## config.mk

```make
export PLATFORM = sky130hd
export DESIGN_NAME = rx_liu_regs
export DESIGN_NICKNAME = d
export VERILOG_FILES = /design/src/rx_liu_pkg.sv /design/src/err_hold_latch.sv /design/src/rx_liu_regs.sv
export SDC_FILE = /design/constraint.sdc
export NUM_CORES = 1
export LEC_CHECK = 0
export BUFFER_PORTS_ARGS = -buffer_cell sky130_fd_sc_hd__buf_2
export CAP_MARGIN = 40
export CORE_ASPECT_RATIO = 0.5
export CORE_MARGIN = 4
export CORE_UTILIZATION = 25
export CTS_BUF_LIST = sky130_fd_sc_hd__clkbuf_8 sky130_fd_sc_hd__clkbuf_16
export DETAILED_ROUTE_END_ITERATION = 12
export HOLD_SLACK_MARGIN = 0.1
export SLEW_MARGIN = 30
export SYNTH_ARGS = -nofsm -noshare
export SYNTH_HDL_FRONTEND = slang
export SYNTH_SLANG_ARGS = --single-unit
```

## constraint.sdc

```tcl
create_clock -name REF_CLK -period 7.4 [get_ports REF_CLK]
set_input_delay 0.74 -clock REF_CLK [delete_from_list [all_inputs] [get_ports REF_CLK]]
set_output_delay 0.74 -clock REF_CLK [all_outputs]
set_load 0.02 [all_outputs]
```

## src/rx_liu_pkg.sv

```systemverilog
package rx_liu_pkg;

  // -----------------------------------------------------------------
  // timing
  // -----------------------------------------------------------------
  localparam int CLK_PERIOD_NS = 100;
  localparam int ANALOG_LOSS_TIME_US = 1000;
  localparam int ANALOG_LOSS_CYCLES =
    (ANALOG_LOSS_TIME_US * 1000 + CLK_PERIOD_NS - 1) / CLK_PERIOD_NS;

  // -----------------------------------------------------------------
  // register indices (byte address is four times the index)
  // -----------------------------------------------------------------
  localparam logic [7:0] TEST_IDX = 8'h1C;
  localparam logic [7:0] CFG_IDX = 8'h20;
  localparam logic [7:0] STAT_IDX = 8'h21;
  localparam logic [7:0] GAIN_IDX = 8'h24;
  localparam logic [7:0] MODE_IDX = 8'h30;
  localparam logic [7:0] LCV_IDX = 8'h31;
  localparam logic [7:0] LOSS_IDX = 8'h32;
  localparam int ADDR_W = 12;

  // -----------------------------------------------------------------
  // field positions and reset values
  // -----------------------------------------------------------------
  localparam int CFG_RST_BIT = 7;
  localparam logic [1:0] CFG_FIXED_BITS = 2'h1;
  localparam logic [1:0] TEST_RST = 2'h0;
  localparam logic [5:0] GAIN_RST = 6'h3F;
  localparam int HOLD_W = 4;
  localparam logic [HOLD_W-1:0] HOLD_RST = 4'h1;
  localparam int RUN_W = 7;
  localparam int LCV_W = 16;

  // -----------------------------------------------------------------
  // zero run limits
  // -----------------------------------------------------------------
  localparam logic [RUN_W-1:0] EXZ_E1 = 7'h0A;
  localparam logic [RUN_W-1:0] EXZ_T1 = 7'h10;
  localparam logic [RUN_W-1:0] EXZ_T1_ZCS = 7'h08;
  localparam logic [RUN_W-1:0] LOS_E1 = 7'h20;
  localparam logic [RUN_W-1:0] LOS_T1 = 7'h64;
  localparam logic [RUN_W-1:0] SUB_ZEROS_E1 = 7'h02;
  localparam logic [RUN_W-1:0] SUB_ZEROS_T1 = 7'h03;

  // bridge compensation gains, Q4 (x1, x3.16, x10, x31.6)
  localparam logic [9:0] BRIDGE_GAIN_0 = 10'h010;
  localparam logic [9:0] BRIDGE_GAIN_1 = 10'h033;
  localparam logic [9:0] BRIDGE_GAIN_2 = 10'h0A0;
  localparam logic [9:0] BRIDGE_GAIN_3 = 10'h1FA;

  // recommended software settings
  localparam logic [7:0] REC_LINE_CFG = 8'h41;
  localparam logic [7:0] REC_RX_TUNING = 8'hB1;
  localparam logic [7:0] REC_SLICER = 8'hBA;
  localparam logic [7:0] REC_EQ_OUTPUT_LEVEL = 8'hDA;
  localparam logic [7:0] REC_PREEQ = 8'hA6;
  localparam logic [7:0] REC_PREEQ_EXT = 8'hE6;
  localparam logic [5:0] REC_GAIN_SHORT = 6'h1D;
  localparam logic [5:0] REC_GAIN_T1 = 6'h21;
  localparam logic [5:0] REC_GAIN_LONG = 6'h34;
  localparam logic [5:0] REC_GAIN_EXT = 6'h3F;

  // -----------------------------------------------------------------
  // carriers
  // -----------------------------------------------------------------
  typedef struct packed {
    logic squelch;
    logic gain_force;
    logic digital_rx_select;
    logic [1:0] bridge_loss_sel;
  } liu_cfg_t;

  typedef struct packed {
    logic [HOLD_W-1:0] error_hold_time;
    logic zeros_to_count_en;
    logic rx_zero_sub_decode;
    logic line_rate_sel;
  } line_mode_t;

  typedef struct packed {
    logic pos;
    logic neg;
  } line_bit_t;

  // -----------------------------------------------------------------
  // helpers
  // -----------------------------------------------------------------
  function automatic logic [ADDR_W-1:0] reg_addr(input logic [7:0] idx);
    reg_addr = {2'h0, idx, 2'h0};
  endfunction

  function automatic logic [RUN_W-1:0] exz_limit(input line_mode_t m);
    if (!m.line_rate_sel) begin
      exz_limit = EXZ_E1;
    end else if (m.rx_zero_sub_decode) begin
      exz_limit = EXZ_T1_ZCS;
    end else begin
      exz_limit = EXZ_T1;
    end
  endfunction

  function automatic logic [7:0] bridge_scale(input logic [7:0] coef,
                                              input logic [1:0] sel);
    logic [9:0] g;
    logic [17:0] p;
    g = BRIDGE_GAIN_0;
    unique case (sel)
      2'h0: g = BRIDGE_GAIN_0;
      2'h1: g = BRIDGE_GAIN_1;
      2'h2: g = BRIDGE_GAIN_2;
      2'h3: g = BRIDGE_GAIN_3;
    endcase
    p = coef * g;
    bridge_scale = (p[17:12] != 6'h0) ? 8'hFF : p[11:4];
  endfunction

endpackage

```

## src/err_hold_latch.sv

```systemverilog
`timescale 1ns/1ns
// sticky error flag that holds for a programmable number of bit periods
module err_hold_latch import rx_liu_pkg::*; (
  input wire logic clk,
  input wire logic rst,
  input wire logic ce,
  input wire logic clr,
  input wire logic bit_en,
  input wire logic event_in,
  input wire logic [HOLD_W-1:0] hold_len,
  output logic flag
);

  logic flag_ff, nxt_flag;
  logic [HOLD_W-1:0] cnt_ff, nxt_cnt;

  // an event wins over both the clear and the hold expiry
  always_comb begin
    nxt_flag = flag_ff;
    nxt_cnt = cnt_ff;
    if (event_in) begin
      nxt_flag = 1'b1;
      nxt_cnt = hold_len;
    end else if (clr) begin
      nxt_flag = 1'b0;
      nxt_cnt = '0;
    end else if (bit_en && flag_ff) begin
      if (cnt_ff == '0) begin
        nxt_flag = 1'b0;
      end else begin
        nxt_cnt = cnt_ff - 1'b1;
      end
    end
  end

  always_ff @(posedge clk or posedge rst) begin
    if (rst) begin
      flag_ff <= 1'b0;
      cnt_ff <= '0;
    end else if (ce) begin
      flag_ff <= nxt_flag;
      cnt_ff <= nxt_cnt;
    end
  end

  assign flag = flag_ff;

endmodule

```

## src/rx_liu_regs.sv

```systemverilog
`timescale 1ns/1ns
module rx_liu_regs import rx_liu_pkg::*; #(
  parameter int ANALOG_LOSS_CNT = ANALOG_LOSS_CYCLES
) (
  input wire logic REF_CLK,
  input wire logic RESET,
  input wire logic CE,
  input wire logic PSEL,
  input wire logic PENABLE,
  input wire logic PWRITE,
  input wire logic [ADDR_W-1:0] PADDR,
  input wire logic [31:0] PWDATA,
  output logic [31:0] PRDATA,
  output logic PREADY,
  output logic PSLVERR,
  input wire logic RX_LINE_A,
  input wire logic RX_LINE_B,
  input wire logic RX_PLL_BIT_EN,
  input wire logic RX_PLL_LOCKED,
  input wire logic RX_SIGNAL_VALID,
  input wire logic LEVEL_IN_LOSS_RANGE,
  input wire logic EXT_RX_POS_IN,
  input wire logic EXT_RX_NEG_IN,
  input wire logic EXT_RX_CLK_IN,
  input wire logic CLK_ADAPTER_LOCK_ERR_IN,
  input wire logic JITTER_NEAR_EMPTY,
  input wire logic JITTER_NEAR_FULL,
  input wire logic PREEQ_ON_IN,
  input wire logic [7:0] ROM_COEF,
  input wire logic ROM_COEF_VALID,
  output logic RX_DATA_POS,
  output logic RX_DATA_NEG,
  output logic RX_BIT_STROBE,
  output logic LIU_RESET_PULSE,
  output logic ANALOG_RX_BYPASS,
  output logic VGA_FORCE,
  output logic [5:0] VGA_GAIN,
  output logic [7:0] EQ_COEF,
  output logic EQ_COEF_VALID,
  output logic ANALOG_SIGNAL_LOSS,
  output logic SIGNAL_LOSS,
  output logic [1:0] TEST_MODE
);

  localparam int ALOS_W = $clog2(ANALOG_LOSS_CNT + 1);
  localparam logic [ALOS_W-1:0] ALOS_MAX = ALOS_W'(ANALOG_LOSS_CNT);

  // -----------------------------------------------------------------
  // register bank and APB slave
  // -----------------------------------------------------------------
  liu_cfg_t cfg_ff, nxt_cfg;
  line_mode_t mode_ff, nxt_mode;
  logic [1:0] test_ff, nxt_test;
  logic [5:0] gain_ff, nxt_gain;
  logic soft_rst_ff, nxt_soft_rst;
  logic pready_ff, nxt_pready;
  logic pslverr_ff, nxt_pslverr;
  logic [31:0] prdata_ff, nxt_prdata;
  logic [7:0] status;
  logic wr_en;
  logic hit;

  // line monitor state read back through the bank
  logic jit_limit_ff, nxt_jit_limit;
  logic lock_err_ff, nxt_lock_err;
  logic eq_valid_ff, nxt_eq_valid;
  logic preeq_ff, nxt_preeq;
  logic [LCV_W-1:0] lcv_ff, nxt_lcv;
  logic alos_ff, nxt_alos;
  logic los_ff, nxt_los;
  logic zsub_flag, exz_flag, bpv_flag;

  assign wr_en = PSEL && PENABLE && pready_ff && PWRITE;
  assign status = {lock_err_ff, jit_limit_ff, zsub_flag, exz_flag, bpv_flag,
                   1'b0, eq_valid_ff, preeq_ff};

  // decode, write and read path; no wait states, PREADY is registered from the setup phase
  always_comb begin
    nxt_cfg = cfg_ff;
    nxt_mode = mode_ff;
    nxt_test = test_ff;
    nxt_gain = gain_ff;
    nxt_soft_rst = 1'b0;
    nxt_pready = PSEL && !PENABLE && !pready_ff;
    nxt_pslverr = 1'b0;
    nxt_prdata = prdata_ff;
    hit = 1'b1;
    unique case (PADDR)
      reg_addr(TEST_IDX): nxt_prdata = {30'h0, test_ff};
      reg_addr(CFG_IDX): nxt_prdata = {24'h0, 1'b0, cfg_ff, CFG_FIXED_BITS};
      reg_addr(STAT_IDX): nxt_prdata = {24'h0, status};
      reg_addr(GAIN_IDX): nxt_prdata = {26'h0, gain_ff};
      reg_addr(MODE_IDX): nxt_prdata = {24'h0, mode_ff, 1'b0};
      reg_addr(LCV_IDX): nxt_prdata = {16'h0, lcv_ff};
      reg_addr(LOSS_IDX): nxt_prdata = {30'h0, los_ff, alos_ff};
      default: begin
        hit = 1'b0;
        nxt_prdata = 32'h0;
      end
    endcase
    if (nxt_pready) begin
      nxt_pslverr = !hit;
    end
    if (wr_en) begin
      unique case (PADDR)
        reg_addr(TEST_IDX): nxt_test = PWDATA[1:0];
        reg_addr(CFG_IDX): begin
          nxt_cfg = liu_cfg_t'(PWDATA[6:2]);
          nxt_soft_rst = PWDATA[CFG_RST_BIT];
        end
        reg_addr(GAIN_IDX): nxt_gain = PWDATA[5:0];
        reg_addr(MODE_IDX): nxt_mode = line_mode_t'(PWDATA[7:1]);
        default: nxt_soft_rst = 1'b0; // status and counters ignore writes
      endcase
    end
  end

  always_ff @(posedge REF_CLK or posedge RESET) begin
    if (RESET) begin
      cfg_ff <= '0;
      mode_ff <= '{error_hold_time: HOLD_RST, default: 1'b0};
      test_ff <= TEST_RST;
      gain_ff <= GAIN_RST;
      soft_rst_ff <= 1'b0;
      pready_ff <= 1'b0;
      pslverr_ff <= 1'b0;
      prdata_ff <= 32'h0;
    end else if (CE) begin
      cfg_ff <= nxt_cfg;
      mode_ff <= nxt_mode;
      test_ff <= nxt_test;
      gain_ff <= nxt_gain;
      soft_rst_ff <= nxt_soft_rst;
      pready_ff <= nxt_pready;
      pslverr_ff <= nxt_pslverr;
      prdata_ff <= nxt_prdata;
    end
  end

  // -----------------------------------------------------------------
  // receive data path
  // -----------------------------------------------------------------
  logic ext_clk_d_ff, nxt_ext_clk_d;
  line_bit_t bit_ff, nxt_bit;
  logic bit_en_ff, nxt_bit_en;
  line_bit_t out_ff, nxt_out;
  logic strobe_ff, nxt_strobe;
  logic [7:0] coef_ff, nxt_coef;
  logic coef_vld_ff, nxt_coef_vld;

  // input select, squelch and coefficient scaling
  always_comb begin
    nxt_ext_clk_d = EXT_RX_CLK_IN;
    if (cfg_ff.digital_rx_select) begin
      nxt_bit_en = EXT_RX_CLK_IN && !ext_clk_d_ff;
      nxt_bit = '{pos: EXT_RX_POS_IN, neg: EXT_RX_NEG_IN};
    end else begin
      nxt_bit_en = RX_PLL_BIT_EN;
      nxt_bit = '{pos: RX_LINE_A, neg: RX_LINE_B};
    end
    if (!nxt_bit_en) begin
      nxt_bit = bit_ff;
    end
    nxt_strobe = bit_en_ff;
    nxt_out = bit_ff;
    if (cfg_ff.squelch && !eq_valid_ff) begin
      nxt_out = '0;
    end
    nxt_coef = coef_ff;
    nxt_coef_vld = ROM_COEF_VALID;
    if (ROM_COEF_VALID) begin
      nxt_coef = bridge_scale(ROM_COEF, cfg_ff.bridge_loss_sel);
    end
  end

  always_ff @(posedge REF_CLK or posedge RESET) begin
    if (RESET) begin
      ext_clk_d_ff <= 1'b0;
      bit_ff <= '0;
      bit_en_ff <= 1'b0;
      out_ff <= '0;
      strobe_ff <= 1'b0;
      coef_ff <= 8'h00;
      coef_vld_ff <= 1'b0;
    end else if (CE) begin
      ext_clk_d_ff <= nxt_ext_clk_d;
      bit_ff <= nxt_bit;
      bit_en_ff <= nxt_bit_en;
      out_ff <= nxt_out;
      strobe_ff <= nxt_strobe;
      coef_ff <= nxt_coef;
      coef_vld_ff <= nxt_coef_vld;
    end
  end

  // -----------------------------------------------------------------
  // line monitors
  // -----------------------------------------------------------------
  logic [RUN_W-1:0] run_ff, nxt_run;
  logic last_pos_ff, nxt_last_pos;
  logic seen_mark_ff, nxt_seen_mark;
  logic [ALOS_W-1:0] alos_cnt_ff, nxt_alos_cnt;
  logic mark, bpv_ev, exz_ev, zsub_ev;
  logic [RUN_W-1:0] run_inc, los_lim, sub_lim;

  assign mark = bit_ff.pos || bit_ff.neg;
  assign run_inc = (run_ff == '1) ? run_ff : run_ff + 1'b1;
  assign los_lim = mode_ff.line_rate_sel ? LOS_T1 : LOS_E1;
  assign sub_lim = mode_ff.line_rate_sel ? SUB_ZEROS_T1 : SUB_ZEROS_E1;
  // a mark of the same polarity as the previous mark
  assign bpv_ev = bit_en_ff && mark && seen_mark_ff && (bit_ff.pos == last_pos_ff);
  assign exz_ev = bit_en_ff && !mark && (run_inc == exz_limit(mode_ff));
  // substitution codes place their violation after a fixed zero run
  assign zsub_ev = bpv_ev && (run_ff >= sub_lim);

  // run counters, loss detection, status capture and violation count
  always_comb begin
    nxt_run = run_ff;
    nxt_last_pos = last_pos_ff;
    nxt_seen_mark = seen_mark_ff;
    if (bit_en_ff) begin
      nxt_run = mark ? '0 : run_inc;
      if (mark) begin
        nxt_last_pos = bit_ff.pos;
        nxt_seen_mark = 1'b1;
      end
    end
    nxt_alos_cnt = '0;
    if (LEVEL_IN_LOSS_RANGE) begin
      nxt_alos_cnt = (alos_cnt_ff == ALOS_MAX) ? alos_cnt_ff : alos_cnt_ff + 1'b1;
    end
    if (soft_rst_ff) begin
      nxt_run = '0;
      nxt_seen_mark = 1'b0;
      nxt_alos_cnt = '0;
    end
    nxt_alos = (nxt_alos_cnt == ALOS_MAX);
    nxt_los = (nxt_run >= los_lim);
    nxt_jit_limit = jit_limit_ff;
    if (JITTER_NEAR_EMPTY) begin
      nxt_jit_limit = 1'b1;
    end else if (JITTER_NEAR_FULL) begin
      nxt_jit_limit = 1'b0;
    end
    nxt_lock_err = CLK_ADAPTER_LOCK_ERR_IN;
    nxt_eq_valid = RX_SIGNAL_VALID && RX_PLL_LOCKED;
    nxt_preeq = PREEQ_ON_IN;
    nxt_lcv = lcv_ff;
    if ((bpv_ev || (exz_ev && mode_ff.zeros_to_count_en)) && lcv_ff != '1) begin
      nxt_lcv = lcv_ff + 1'b1;
    end
  end

  always_ff @(posedge REF_CLK or posedge RESET) begin
    if (RESET) begin
      run_ff <= '0;
      last_pos_ff <= 1'b0;
      seen_mark_ff <= 1'b0;
      alos_cnt_ff <= '0;
      alos_ff <= 1'b0;
      los_ff <= 1'b0;
      jit_limit_ff <= 1'b0;
      lock_err_ff <= 1'b0;
      eq_valid_ff <= 1'b0;
      preeq_ff <= 1'b0;
      lcv_ff <= '0;
    end else if (CE) begin
      run_ff <= nxt_run;
      last_pos_ff <= nxt_last_pos;
      seen_mark_ff <= nxt_seen_mark;
      alos_cnt_ff <= nxt_alos_cnt;
      alos_ff <= nxt_alos;
      los_ff <= nxt_los;
      jit_limit_ff <= nxt_jit_limit;
      lock_err_ff <= nxt_lock_err;
      eq_valid_ff <= nxt_eq_valid;
      preeq_ff <= nxt_preeq;
      lcv_ff <= nxt_lcv;
    end
  end

  // sticky flags with programmable hold
  err_hold_latch u_zsub (.clk(REF_CLK), .rst(RESET), .ce(CE), .clr(soft_rst_ff),
    .bit_en(bit_en_ff), .event_in(zsub_ev), .hold_len(mode_ff.error_hold_time),
    .flag(zsub_flag));
  err_hold_latch u_exz (.clk(REF_CLK), .rst(RESET), .ce(CE), .clr(soft_rst_ff),
    .bit_en(bit_en_ff), .event_in(exz_ev), .hold_len(mode_ff.error_hold_time),
    .flag(exz_flag));
  err_hold_latch u_bpv (.clk(REF_CLK), .rst(RESET), .ce(CE), .clr(soft_rst_ff),
    .bit_en(bit_en_ff), .event_in(bpv_ev), .hold_len(mode_ff.error_hold_time),
    .flag(bpv_flag));

  // -----------------------------------------------------------------
  // outputs
  // -----------------------------------------------------------------
  assign PRDATA = prdata_ff;
  assign PREADY = pready_ff;
  assign PSLVERR = pslverr_ff;
  assign RX_DATA_POS = out_ff.pos;
  assign RX_DATA_NEG = out_ff.neg;
  assign RX_BIT_STROBE = strobe_ff;
  assign LIU_RESET_PULSE = soft_rst_ff;
  assign ANALOG_RX_BYPASS = cfg_ff.digital_rx_select;
  assign VGA_FORCE = cfg_ff.gain_force;
  assign VGA_GAIN = gain_ff;
  assign EQ_COEF = coef_ff;
  assign EQ_COEF_VALID = coef_vld_ff;
  assign ANALOG_SIGNAL_LOSS = alos_ff;
  assign SIGNAL_LOSS = los_ff;
  assign TEST_MODE = test_ff;
endmodule

```

==> flow_metrics.tcl, run 1 <==
set metrics [dict create \
    cts_setup_buffers 0 \
    setup_tns_ns 0 \
    die_w_um 269 \
    wl_per_cell_um 14.9 \
    layout_common_cells "dfrtp_1 (108), buf_2 (90), inv_1 (88)" \
    max-slew-margin-rel_pct 46.2 \
    ys_seq_area_share_pct 33.8 \
    power_mw 1.88 \
    grt_pass1_wl_um 35500 \
    syn_area_per_cell_um2 9.20 \
    cts.sinks 115 \
    rsz0062_at_grt "false" \
    synthTopCellsByArea "dfrtp_1 (32%), ha_1 (8.4%), fa_1 (8.0%), inv_1 (3.9%), mux2_2 (3.7%)" \
    root_buffer "clkbuf_16" \
    cp_top_family "adder cells" \
    drt_first_pass_iters 5 \
    dp_hpwl_um 16300 \
    grt_pass1_vias 6686 \
    endpoint_kind "register" \
    die_h_um 139 \
    antenna_found_initial 2 \
    tightest_slew_ns 0.796 \
    endpoint "EQ_COEF[4]$_DFFE_PP0P_" \
    io_pins 131 \
    ys_types 73 \
    ctsResizeCount 0 \
    finalSetupViolCount 0 \
    drt_wl_total_um 21700 \
    min_period_ns 6.04 \
    timing.rr.start "cfg_ff[0]$_DFFE_PP0P_" \
    gp_congestion 0.817 \
    syn-instance-count 928 \
    criticalPathCategory "register to register" \
    worst-r2r-setup-slack_ns 1.36 \
    drcViolationCount 0 \
    hp-class "primary input to async pin" \
    diodes 0 \
    dieArea_um2 37400 \
    cts_buffers 17 \
    crit_slowest_cell "a221oi_1" \
    h-tree-depth 4 \
    path_buf_inv 5 \
    syn_to_final_growth_pct 16.6 \
    layout_setup_ws_ns 1.36 \
    reg2reg_to "EQ_COEF[4]$_DFFE_PP0P_" \
    postLayoutCellArea_um2 9960 \
    clkTransAtPathRegs_ns 0.06 \
    outcome "complete, no violations" \
    period_share_pct 81.7 \
    gr-total-overflow 0 \
    via_per_inst 4.77 \
    p_clk_share_pct 42.2 \
    fin_skew_ns 0.0125 \
    p_seq_share_pct 40.7 \
    leakagePower_nw 4.70 \
    synth.cell_area_um2 8540 \
    cp_cell_sequence "buf_4 > nand2b_1 > and2_1 > fa_1 > inv_1 > fa_1 > inv_1 > fa_1 > inv_1 > fa_1 > inv_1 > ha_1 > a21o_1 > a221oi_1 > nand2_1 > a31o_2 > a31oi_1 > xor2_1 > a31oi_1" \
    comb_power_share_pct 17.0 \
    crit_path_start_kind "register" \
    yosysTopAreaCell "dfrtp_1" \
    track_usage_pct 11.5 \
    postRouteAntennaNets 0 \
    synth-main-ff-cell "dfrtp_1" \
    grt_max_degree 76 \
    placed_cell_area_um2 9380 \
    cts_tree "built" \
    fmax_mhz 165 \
    startpoint "cfg_ff[0]$_DFFE_PP0P_" \
    pre_cts_slack_ns 1.31 \
    arrival_ns 6.29 \
    nets 1167 \
    hold_buffers 0 \
    finalMaxSlewViolations 0 \
    numPortBuffers 90 \
    cp.depth 19 \
    reg2reg_depth 19 \
    maxCapViolations 0 \
    async_flop_share_pct 100 \
    pwr_density_cell_nw_per_um2 189 \
    ys_seq_elements 115 \
    switching_power_mw 0.582 \
    via_count 6956 \
    final_layout_size_suffix_gt1_share_pct 18.8 \
    cp_max_fo 20 \
    drtIter0Drc 386 \
    yosysWarnings 0 \
    rows 47 \
    cp.required_ns 7.65 \
    cp_slowest_stage_delay_ns 0.63 \
    p_sw_share_pct 31.0 \
    ir_worst_vdd_mv 0.122 \
    synth_top_area_share_pct 31.6 \
    cts_buffer_depth 2 \
    hold_viol_final 0 \
    layout_commonest_cell "dfrtp_1" \
    hold_ws_ns 0.424 \
    initial_utilization_pct 25.6 \
    coreArea_um2 33300 \
    p_int_mw 1.30 \
    clock_latency_ns 0.42 \
    synth_edf_count 0 \
]
==> cells in the mapped netlist (all sizes together) (5+ instances only) <==
| cell type | instances |
|---|---|
| dfrtp | 108 |
| inv | 88 |
| o21ai | 63 |
| nand2 | 58 |
| nor2 | 58 |
| ha | 57 |
| a21oi | 39 |
| nand3 | 39 |
| nor3 | 36 |
| clkbuf | 35 |
| fa | 34 |
| mux2 | 28 |
| a31oi | 27 |
| buf | 25 |
| and3 | 23 |
| and2 | 22 |
| xnor2 | 19 |
| xor2 | 15 |
| nor2b | 12 |
| a22o | 11 |
| a21o | 9 |
| a22oi | 8 |
| nand4 | 8 |
| o31ai | 8 |
| dfstp | 7 |
| a211oi | 6 |
| mux2i | 5 |
| nor4 | 5 |
| nor4b | 5 |
| or2 | 5 |
| or3 | 5 |
==> power groups by stage <==
stage	clock (mW)	sequential (mW)	combinational, mW
floorplan	0	0.761	0.240
global placement	0	0.774	0.315
detailed placement	0	0.774	0.322
CTS	0.808	0.764	0.324
global route	0.836	0.775	0.371
finish	0.793	0.765	0.320
==> layer usage <==
metal	GRT usage, %	share of wire (%)	vias to the layer above
li1	-	-	3411
met5	0	0.12	-
met2	18.9	48	113
met3	2.32	3.7	16
met1	15.9	47	3412
met4	2.32	0.74	4
==> final cells by class <==
| cell class | instances | area, um^2 |
|---|---|---|
| Multi-Input combinational cell | 680 | 5070 |
| Tap cell | 441 | 552 |
| Clock buffer | 18 | 439 |
| Timing Repair Buffer | 102 | 556 |
| Clock inverter | 14 | 129 |
| Fill cell | 3491 | 23400 |
| Sequential cell | 115 | 2890 |
| Inverter | 88 | 333 |
==> metrics by stage <==
stage,utilization [%],cells
floorplan,-,943
global placement,28.0,1422
detailed placement,28.1,1424
CTS,29.8,1456
global route,29.9,1458
finish,29.9,1458
==> worst min-delay path by stage <==
stage / cells after the start / endpoint / slack [ns]
floorplan: 1 / lcv_ff[5]$_DFFE_PP0P_ / 0.46
global placement: 1 / EQ_COEF_VALID$_DFFE_PP0P_ / 0.47
detailed placement: 1 / EQ_COEF_VALID$_DFFE_PP0P_ / 0.47
CTS: 2 / TEST_MODE[0]$_DFFE_PP0P_ / 0.44
global route: 2 / TEST_MODE[0]$_DFFE_PP0P_ / 0.47
finish: 2 / TEST_MODE[0]$_DFFE_PP0P_ / 0.42
==> registers in the layout, indices dropped and copies added (netlist names), 2 cells and up <==
name / flops
run_ff: 7
u_bpv.cnt_ff: 4
u_exz.cnt_ff: 4
TEST_MODE: 2
bit_ff: 2
lcv_ff: 16
EQ_COEF: 8
u_zsub.cnt_ff: 4
PRDATA: 16
alos_cnt_ff: 14
mode_ff: 7
VGA_GAIN: 6
cfg_ff: 3
==> cells by family (layout without fill, tap and decap cells) <==
kind of cell | after synthesis | after routing | synth area share (%)
adders and majority gates | 91 | 91 | 16.3
and+or+nand+nor | 288 | 288 | 17.3
other | 1 | 16 | 0.0439
muxes | 33 | 33 | 4.28
xor gates and xnor gates | 34 | 34 | 3.49
buffers and inverters | 148 | 222 | 7.63
DFF | 115 | 115 | 33.8
AOI/OAI and AO/OA | 218 | 218 | 17.1
Note: power is estimated with default switching activity, not from simulation.
==> run 2, diff against run 1 <==
==> constraint.sdc (replaced) <==
create_clock -name REF_CLK -period 5.2 [get_ports REF_CLK]
set_input_delay 0.52 -clock REF_CLK [delete_from_list [all_inputs] [get_ports REF_CLK]]
set_output_delay 0.52 -clock REF_CLK [all_outputs]
set_load 0.02 [all_outputs]
==> run 2 against run 1 <==
Net effect:
- worst setup slack worse by 1.1 ns
- via count down 0.63%
- first-iteration DRC count up 5.4%
- fmax up 22%
- die area unchanged
- count of clock-buffer cells in the layout up 2
- register-to-register slack worse by 1.1 ns
- largest power group unchanged
- clock power up 54%
- sequential power up 42%
==> flow_metrics.tcl, run 2 (same netlist as run 1, synthesis figures left out) <==
set metrics [dict create \
    numPortBuffers 90 \
    cp_top_family "adder cells" \
    criticalPathCategory "register to register" \
    rows 47 \
    cp.required_ns 5.49 \
    endpoint_kind "register" \
    antenna_found_initial 1 \
    dp_cells 1438 \
    ir_worst_vdd_mv 0.277 \
    die_h_um 139 \
    placed_cell_area_um2 9510 \
    cp_max_fo 8 \
    hold_viol_final 0 \
    finalMaxSlewViolations 0 \
    hp-class "primary input to async pin" \
    track_usage_pct 11.5 \
    cts_tree "built" \
    gr-total-overflow 0 \
    drcViolationCount 0 \
    postRouteAntennaNets 0 \
    tightest_slew_ns 0.812 \
    dieArea_um2 37400 \
    via_per_inst 4.69 \
    drtIter0Drc 407 \
    coreArea_um2 33300 \
    clkTransAtPathRegs_ns 0.06 \
    gp_congestion 0.850 \
    path_buf_inv 6 \
    initial_utilization_pct 25.6 \
    layout_common_cells "dfrtp_1 (108), buf_2 (91), inv_1 (87)" \
    multi_input_area_um2 5130 \
    arrival_ns 5.24 \
    nets 1182 \
    max-slew-margin-rel_pct 45.1 \
    outcome "complete, no violations" \
    hold_buffers 0 \
    pwr_density_cell_nw_per_um2 271 \
    grt_pass1_vias 6914 \
    io_pins 131 \
    root_buffer "clkbuf_16" \
    grt_max_degree 75 \
    postLayoutCellArea_um2 10200 \
    wl_per_cell_um 14.6 \
    regArea_um2 2890 \
    syn_to_final_growth_pct 19.5 \
    final_layout_size_suffix_gt1_share_pct 20.9 \
    layout.cells.non_filler 1473 \
    h-tree-depth 4 \
    crit_path_start_kind "register" \
    cts_buffers 17 \
    cp_slowest_stage_delay_ns 0.53 \
    dp_hpwl_um 16400 \
    cts.sinks 115 \
    crit_slowest_cell "fa_1" \
    finalSetupViolCount 0 \
    layout_commonest_cell "dfrtp_1" \
    clock_latency_ns 0.42 \
    via_count 6912 \
    period_share_pct 95.3 \
    cts_buffer_depth 2 \
    min_period_ns 4.96 \
    grt_pass1_wl_um 35800 \
    drt_first_pass_iters 5 \
    fillers 3459 \
    fin_skew_ns 0.0110 \
    die_w_um 269 \
    fmax_mhz 202 \
    cp_cell_sequence "nand2b_1 > and2_1 > fa_1 > inv_1 > fa_1 > inv_1 > fa_1 > inv_1 > fa_1 > inv_1 > ha_4 > o211ai_1 > o22ai_1 > o21ai_1 > buf_4 > a311oi_2 > or3_1 > a22oi_2 > buf_6 > a31oi_1" \
    maxCapViolations 0 \
    drt_wl_total_um 21500 \
    leakagePower_nw 4.80 \
]
[run 2: changes by cell type in the layout (fill, tap and decap cells not counted), moves of 2 or more]
cell        previous run  this run
buf_4                  8        22
inv_6                  5         1
o21ai_0               61        58
o21ai_1                2         5
bufinv_16              1         3
clkbuf_8               1         3
clkinv_4               1         3
clkinvlp_4             5         3
ha_1                  57        55
[run 2: layout make-up]
class	count	area share, %
repair buffers	117	6.64
flip-flops and latches	115	28.3
clock inverters	11	1.50
clock buffers	20	4.58
inverters	88	3.26
well taps	441	5.41
multi-input cells	680	50.3
diodes	1	0.0245
[run 2: where the power goes]
group / internal [mW] / switching [mW] / total [mW]
Clock: 0.791 / 0.433 / 1.22
Sequential: 0.987 / 0.102 / 1.09
Combinational: 0.187 / 0.265 / 0.452
Total: 1.97 / 0.800 / 2.77
[run 2: metal layers]
| layer | wire length (um) | GRT usage, % | up-vias |
|---|---|---|---|
| met2 | 10500 | 19.9 | 132 |
| met4 | 684 | 5.03 | 0 |
| met5 | 0 | 0 | - |
| met3 | 761 | 1.95 | 34 |
| li1 | - | - | 3438 |
| met1 | 9550 | 14.2 | 3308 |
[run 2: timing repair]
item,4_1_cts,5_1_grt
gates resized for setup,0,10
buffers inserted,0,1
hold endpoints to repair,0,0
endpoints found under the setup margin,0,8
[run 2: final timing paths]
| kind | start | to | slack [ns] | cells past startpoint |
|---|---|---|---|---|
| hold / removal | RESET | EQ_COEF_VALID$_DFFE_PP0P_ | 0.13 | 2 |
| hold reg to reg | EQ_COEF_VALID$_DFFE_PP0P_ | EQ_COEF_VALID$_DFFE_PP0P_ | 0.48 | 1 |
| max in group asynchronous | RESET | eq_valid_ff$_DFFE_PP0P_ | 4.08 | 3 |
| setup reg to reg | cfg_ff[0]$_DFFE_PP0P_ | EQ_COEF[3]$_DFFE_PP0P_ | 0.24 | 20 |
| min in group REF_CLK | PWDATA[7] | LIU_RESET_PULSE$_DFFE_PP0P_ | 0.34 | 2 |
| setup / recovery | cfg_ff[0]$_DFFE_PP0P_ | EQ_COEF[3]$_DFFE_PP0P_ | 0.24 | 20 |
[run 2: stage by stage]
| step | total power, mW | setup slack, ns | util, % | TNS, ns | hold WS (ns) |
|---|---|---|---|---|---|
| 6_report | 2.77 | 0.243 | 30.6 | 0 | 0.125 |
| 5_1_grt | 2.92 | -0.0405 | 30.6 | -0.176 | 0.166 |
| 4_1_cts | 2.80 | 0.154 | 30.4 | 0 | 0.130 |
| 3_5_place_dp | 1.56 | 0.0401 | 28.5 | 0 | 0.468 |
| 3_3_place_gp | 1.55 | 0.0692 | 28.5 | 0 | 0.462 |
| 2_1_floorplan | 1.43 | 0.0510 | - | 0 | 0.456 |
==> run 3, diff against run 2 <==
--- a/config.mk
+++ b/config.mk
@@ -7,7 +7,6 @@
 export LEC_CHECK = 0
 export BUFFER_PORTS_ARGS = -buffer_cell sky130_fd_sc_hd__buf_2
 export CAP_MARGIN = 40
-export CORE_ASPECT_RATIO = 0.5
 export CORE_MARGIN = 4
 export CORE_UTILIZATION = 25
 export CTS_BUF_LIST = sky130_fd_sc_hd__clkbuf_8 sky130_fd_sc_hd__clkbuf_16
==> run 3 against run 2 <==
Net effect:
- cell count grew 0.61%
- critical path depth is the same
- core utilization grew 0.11 points
- critical endpoint is now EQ_COEF[0]$_DFFE_PP0P_
- highest routed layer unchanged
==> flow_metrics.tcl, run 3 (same netlist as run 1, synthesis figures left out) <==
set metrics [dict create \
    outcome "complete, no violations" \
    nets 1183 \
    cp_common_cell "fa_1" \
    utilization_pct 30.7 \
    regArea_um2 2890 \
    clkTransAtPathRegs_ns 0.06 \
    antenna_found_initial 1 \
    clock_latency_ns 0.41 \
    fillers 3476 \
    hold_buffers 0 \
    ir_worst_vdd_mv 0.221 \
    drt_wl_total_um 23200 \
    layout_commonest_cell "dfrtp_1" \
    gp_congestion 0.909 \
    maxCapViolations 0 \
    met1_usage_pct 16.6 \
    path_buf_inv 6 \
    cts_buffers 17 \
    crit_slowest_cell "fa_1" \
    arrival_ns 5.26 \
    drcViolationCount 0 \
    syn_to_final_growth_pct 20.9 \
    layout.cells.non_filler 1482 \
    via_per_inst 4.77 \
    cp_cell_sequence "nand2b_4 > and2_1 > fa_1 > inv_1 > fa_1 > inv_1 > fa_1 > inv_2 > fa_1 > inv_1 > ha_4 > o211ai_1 > o22ai_1 > o21ai_1 > buf_4 > a311oi_1 > or3_1 > a22oi_2 > buf_6 > a31oi_1" \
    hp-class "primary input to async pin" \
    pwr_density_cell_nw_per_um2 276 \
    rows 67 \
    cts.sinks 115 \
    endpoint_kind "register" \
    gr-total-overflow 0 \
    cp_top_family "adder cells" \
    multi_input_area_um2 5210 \
    layout_common_cells "dfrtp_1 (106), buf_2 (90), inv_1 (86)" \
    cts_setup_buffers 0 \
    placed_cell_area_um2 9560 \
    postLayoutCellArea_um2 10300 \
    finalSetupViolCount 0 \
    period_share_pct 95.7 \
    h-tree-depth 4 \
    postRouteAntennaNets 0 \
    use_met3_pct 3.89 \
    grt_pass1_vias 6890 \
    drtIter0Drc 500 \
    via_count 7069 \
    wl_per_cell_um 15.7 \
    switching_power_mw 0.807 \
    numPortBuffers 90 \
    max-slew-margin-rel_pct 42.9 \
    hold_viol_final 0 \
    p_seq_share_pct 38.3 \
    root_buffer "clkbuf_16" \
    grt_use_met2_pct 20.7 \
    leakagePower_nw 4.84 \
    fin_skew_ns 0.0109 \
    dp_hpwl_um 17500 \
    p_int_mw 2.04 \
    cp_max_fo 8 \
    final_layout_size_suffix_gt1_share_pct 22.7 \
    die_w_um 193 \
    finalMaxSlewViolations 0 \
    fmax_mhz 201 \
    cp.required_ns 5.48 \
    power_mw 2.84 \
    dp_cells 1448 \
    dieArea_um2 37200 \
    cts_buffer_depth 2 \
    io_pins 131 \
    cp_slowest_stage_delay_ns 0.53 \
    grt_max_degree 61 \
    busiest_layer "met2" \
    initial_utilization_pct 25.4 \
    ctsResizeCount 0 \
    p_clk_share_pct 45.4 \
    p_sw_share_pct 28.4 \
    grt_pass1_wl_um 37200 \
    comb_power_share_pct 16.3 \
    tightest_slew_ns 0.854 \
    cts_tree "built" \
    coreArea_um2 33600 \
    drt_first_pass_iters 5 \
    track_usage_pct 12.5 \
    criticalPathCategory "register to register" \
    crit_path_start_kind "register" \
    min_period_ns 4.98 \
    die_h_um 193 \
]
## run 3: final timing paths
kind | start | depth (start not counted) | slack, ns | endpoint
worst max register to register | cfg_ff[0]$_DFFE_PP0P_ | 20 | 0.22 | EQ_COEF[0]$_DFFE_PP0P_
worst min-delay path | RESET | 2 | 0.12 | preeq_ff$_DFFE_PP0P_
worst min register to register | RX_DATA_NEG$_DFFE_PP0P_ | 1 | 0.49 | RX_DATA_NEG$_DFFE_PP0P_
min in group REF_CLK | PREEQ_ON_IN | 2 | 0.34 | preeq_ff$_DFFE_PP0P_
max in group asynchronous | RESET | 3 | 4.16 | lcv_ff[6]$_DFFE_PP0P_
worst max-delay path | cfg_ff[0]$_DFFE_PP0P_ | 20 | 0.22 | EQ_COEF[0]$_DFFE_PP0P_
## run 3: power groups by stage
stage | clock, mW | sequential [mW] | combinational (mW)
finish | 1.29 | 1.09 | 0.463
global route | 1.37 | 1.10 | 0.527
CTS | 1.32 | 1.09 | 0.464
detailed placement | 0 | 1.10 | 0.462
global placement | 0 | 1.10 | 0.445
floorplan | 0 | 1.08 | 0.342
## run 3: area by class of cell
| type | instances | area share, % |
|---|---|---|
| multi-input cells | 680 | 50.4 |
| flip-flops and latches | 115 | 28.0 |
| repair buffers | 118 | 6.61 |
| well taps | 448 | 5.43 |
| clock buffers | 18 | 4.26 |
| inverters | 88 | 3.22 |
| clock inverters | 14 | 2.02 |
| diodes | 1 | 0.0242 |
## run 3: worst reg2reg max path: stages (launching register included)
cell      delay (ns)
dfrtp_2         0.44
nand2b_4        0.15
and2_1          0.16
fa_1            0.51
inv_1           0.05
fa_1            0.47
inv_1           0.05
fa_1            0.49
inv_2           0.05
fa_1            0.54
inv_1           0.06
ha_4            0.23
o211ai_1        0.27
o22ai_1         0.13
o21ai_1         0.18
buf_4           0.15
a311oi_1        0.10
or3_1           0.40
a22oi_2         0.18
buf_6           0.15
a31oi_1         0.09
## run 3: metrics by stage
stage / hold WS [ns] / worst slack, ns / TNS, ns
after CTS: 0.126 / 0.0174 / 0
final: 0.125 / 0.225 / 0
after detailed placement: 0.476 / -0.0803 / -0.594
after global routing: 0.140 / -0.00146 / -0.00146
after floorplan: 0.456 / 0.0510 / 0
after global placement: 0.474 / 0.0251 / 0
## run 3: metal layers
layer  share of wire (%)  vias to the layer above
met1                  46                     3452
met5                   0                        -
met3                 6.5                        8
met4                0.55                        0
li1                    -                     3443
met2                  47                      166
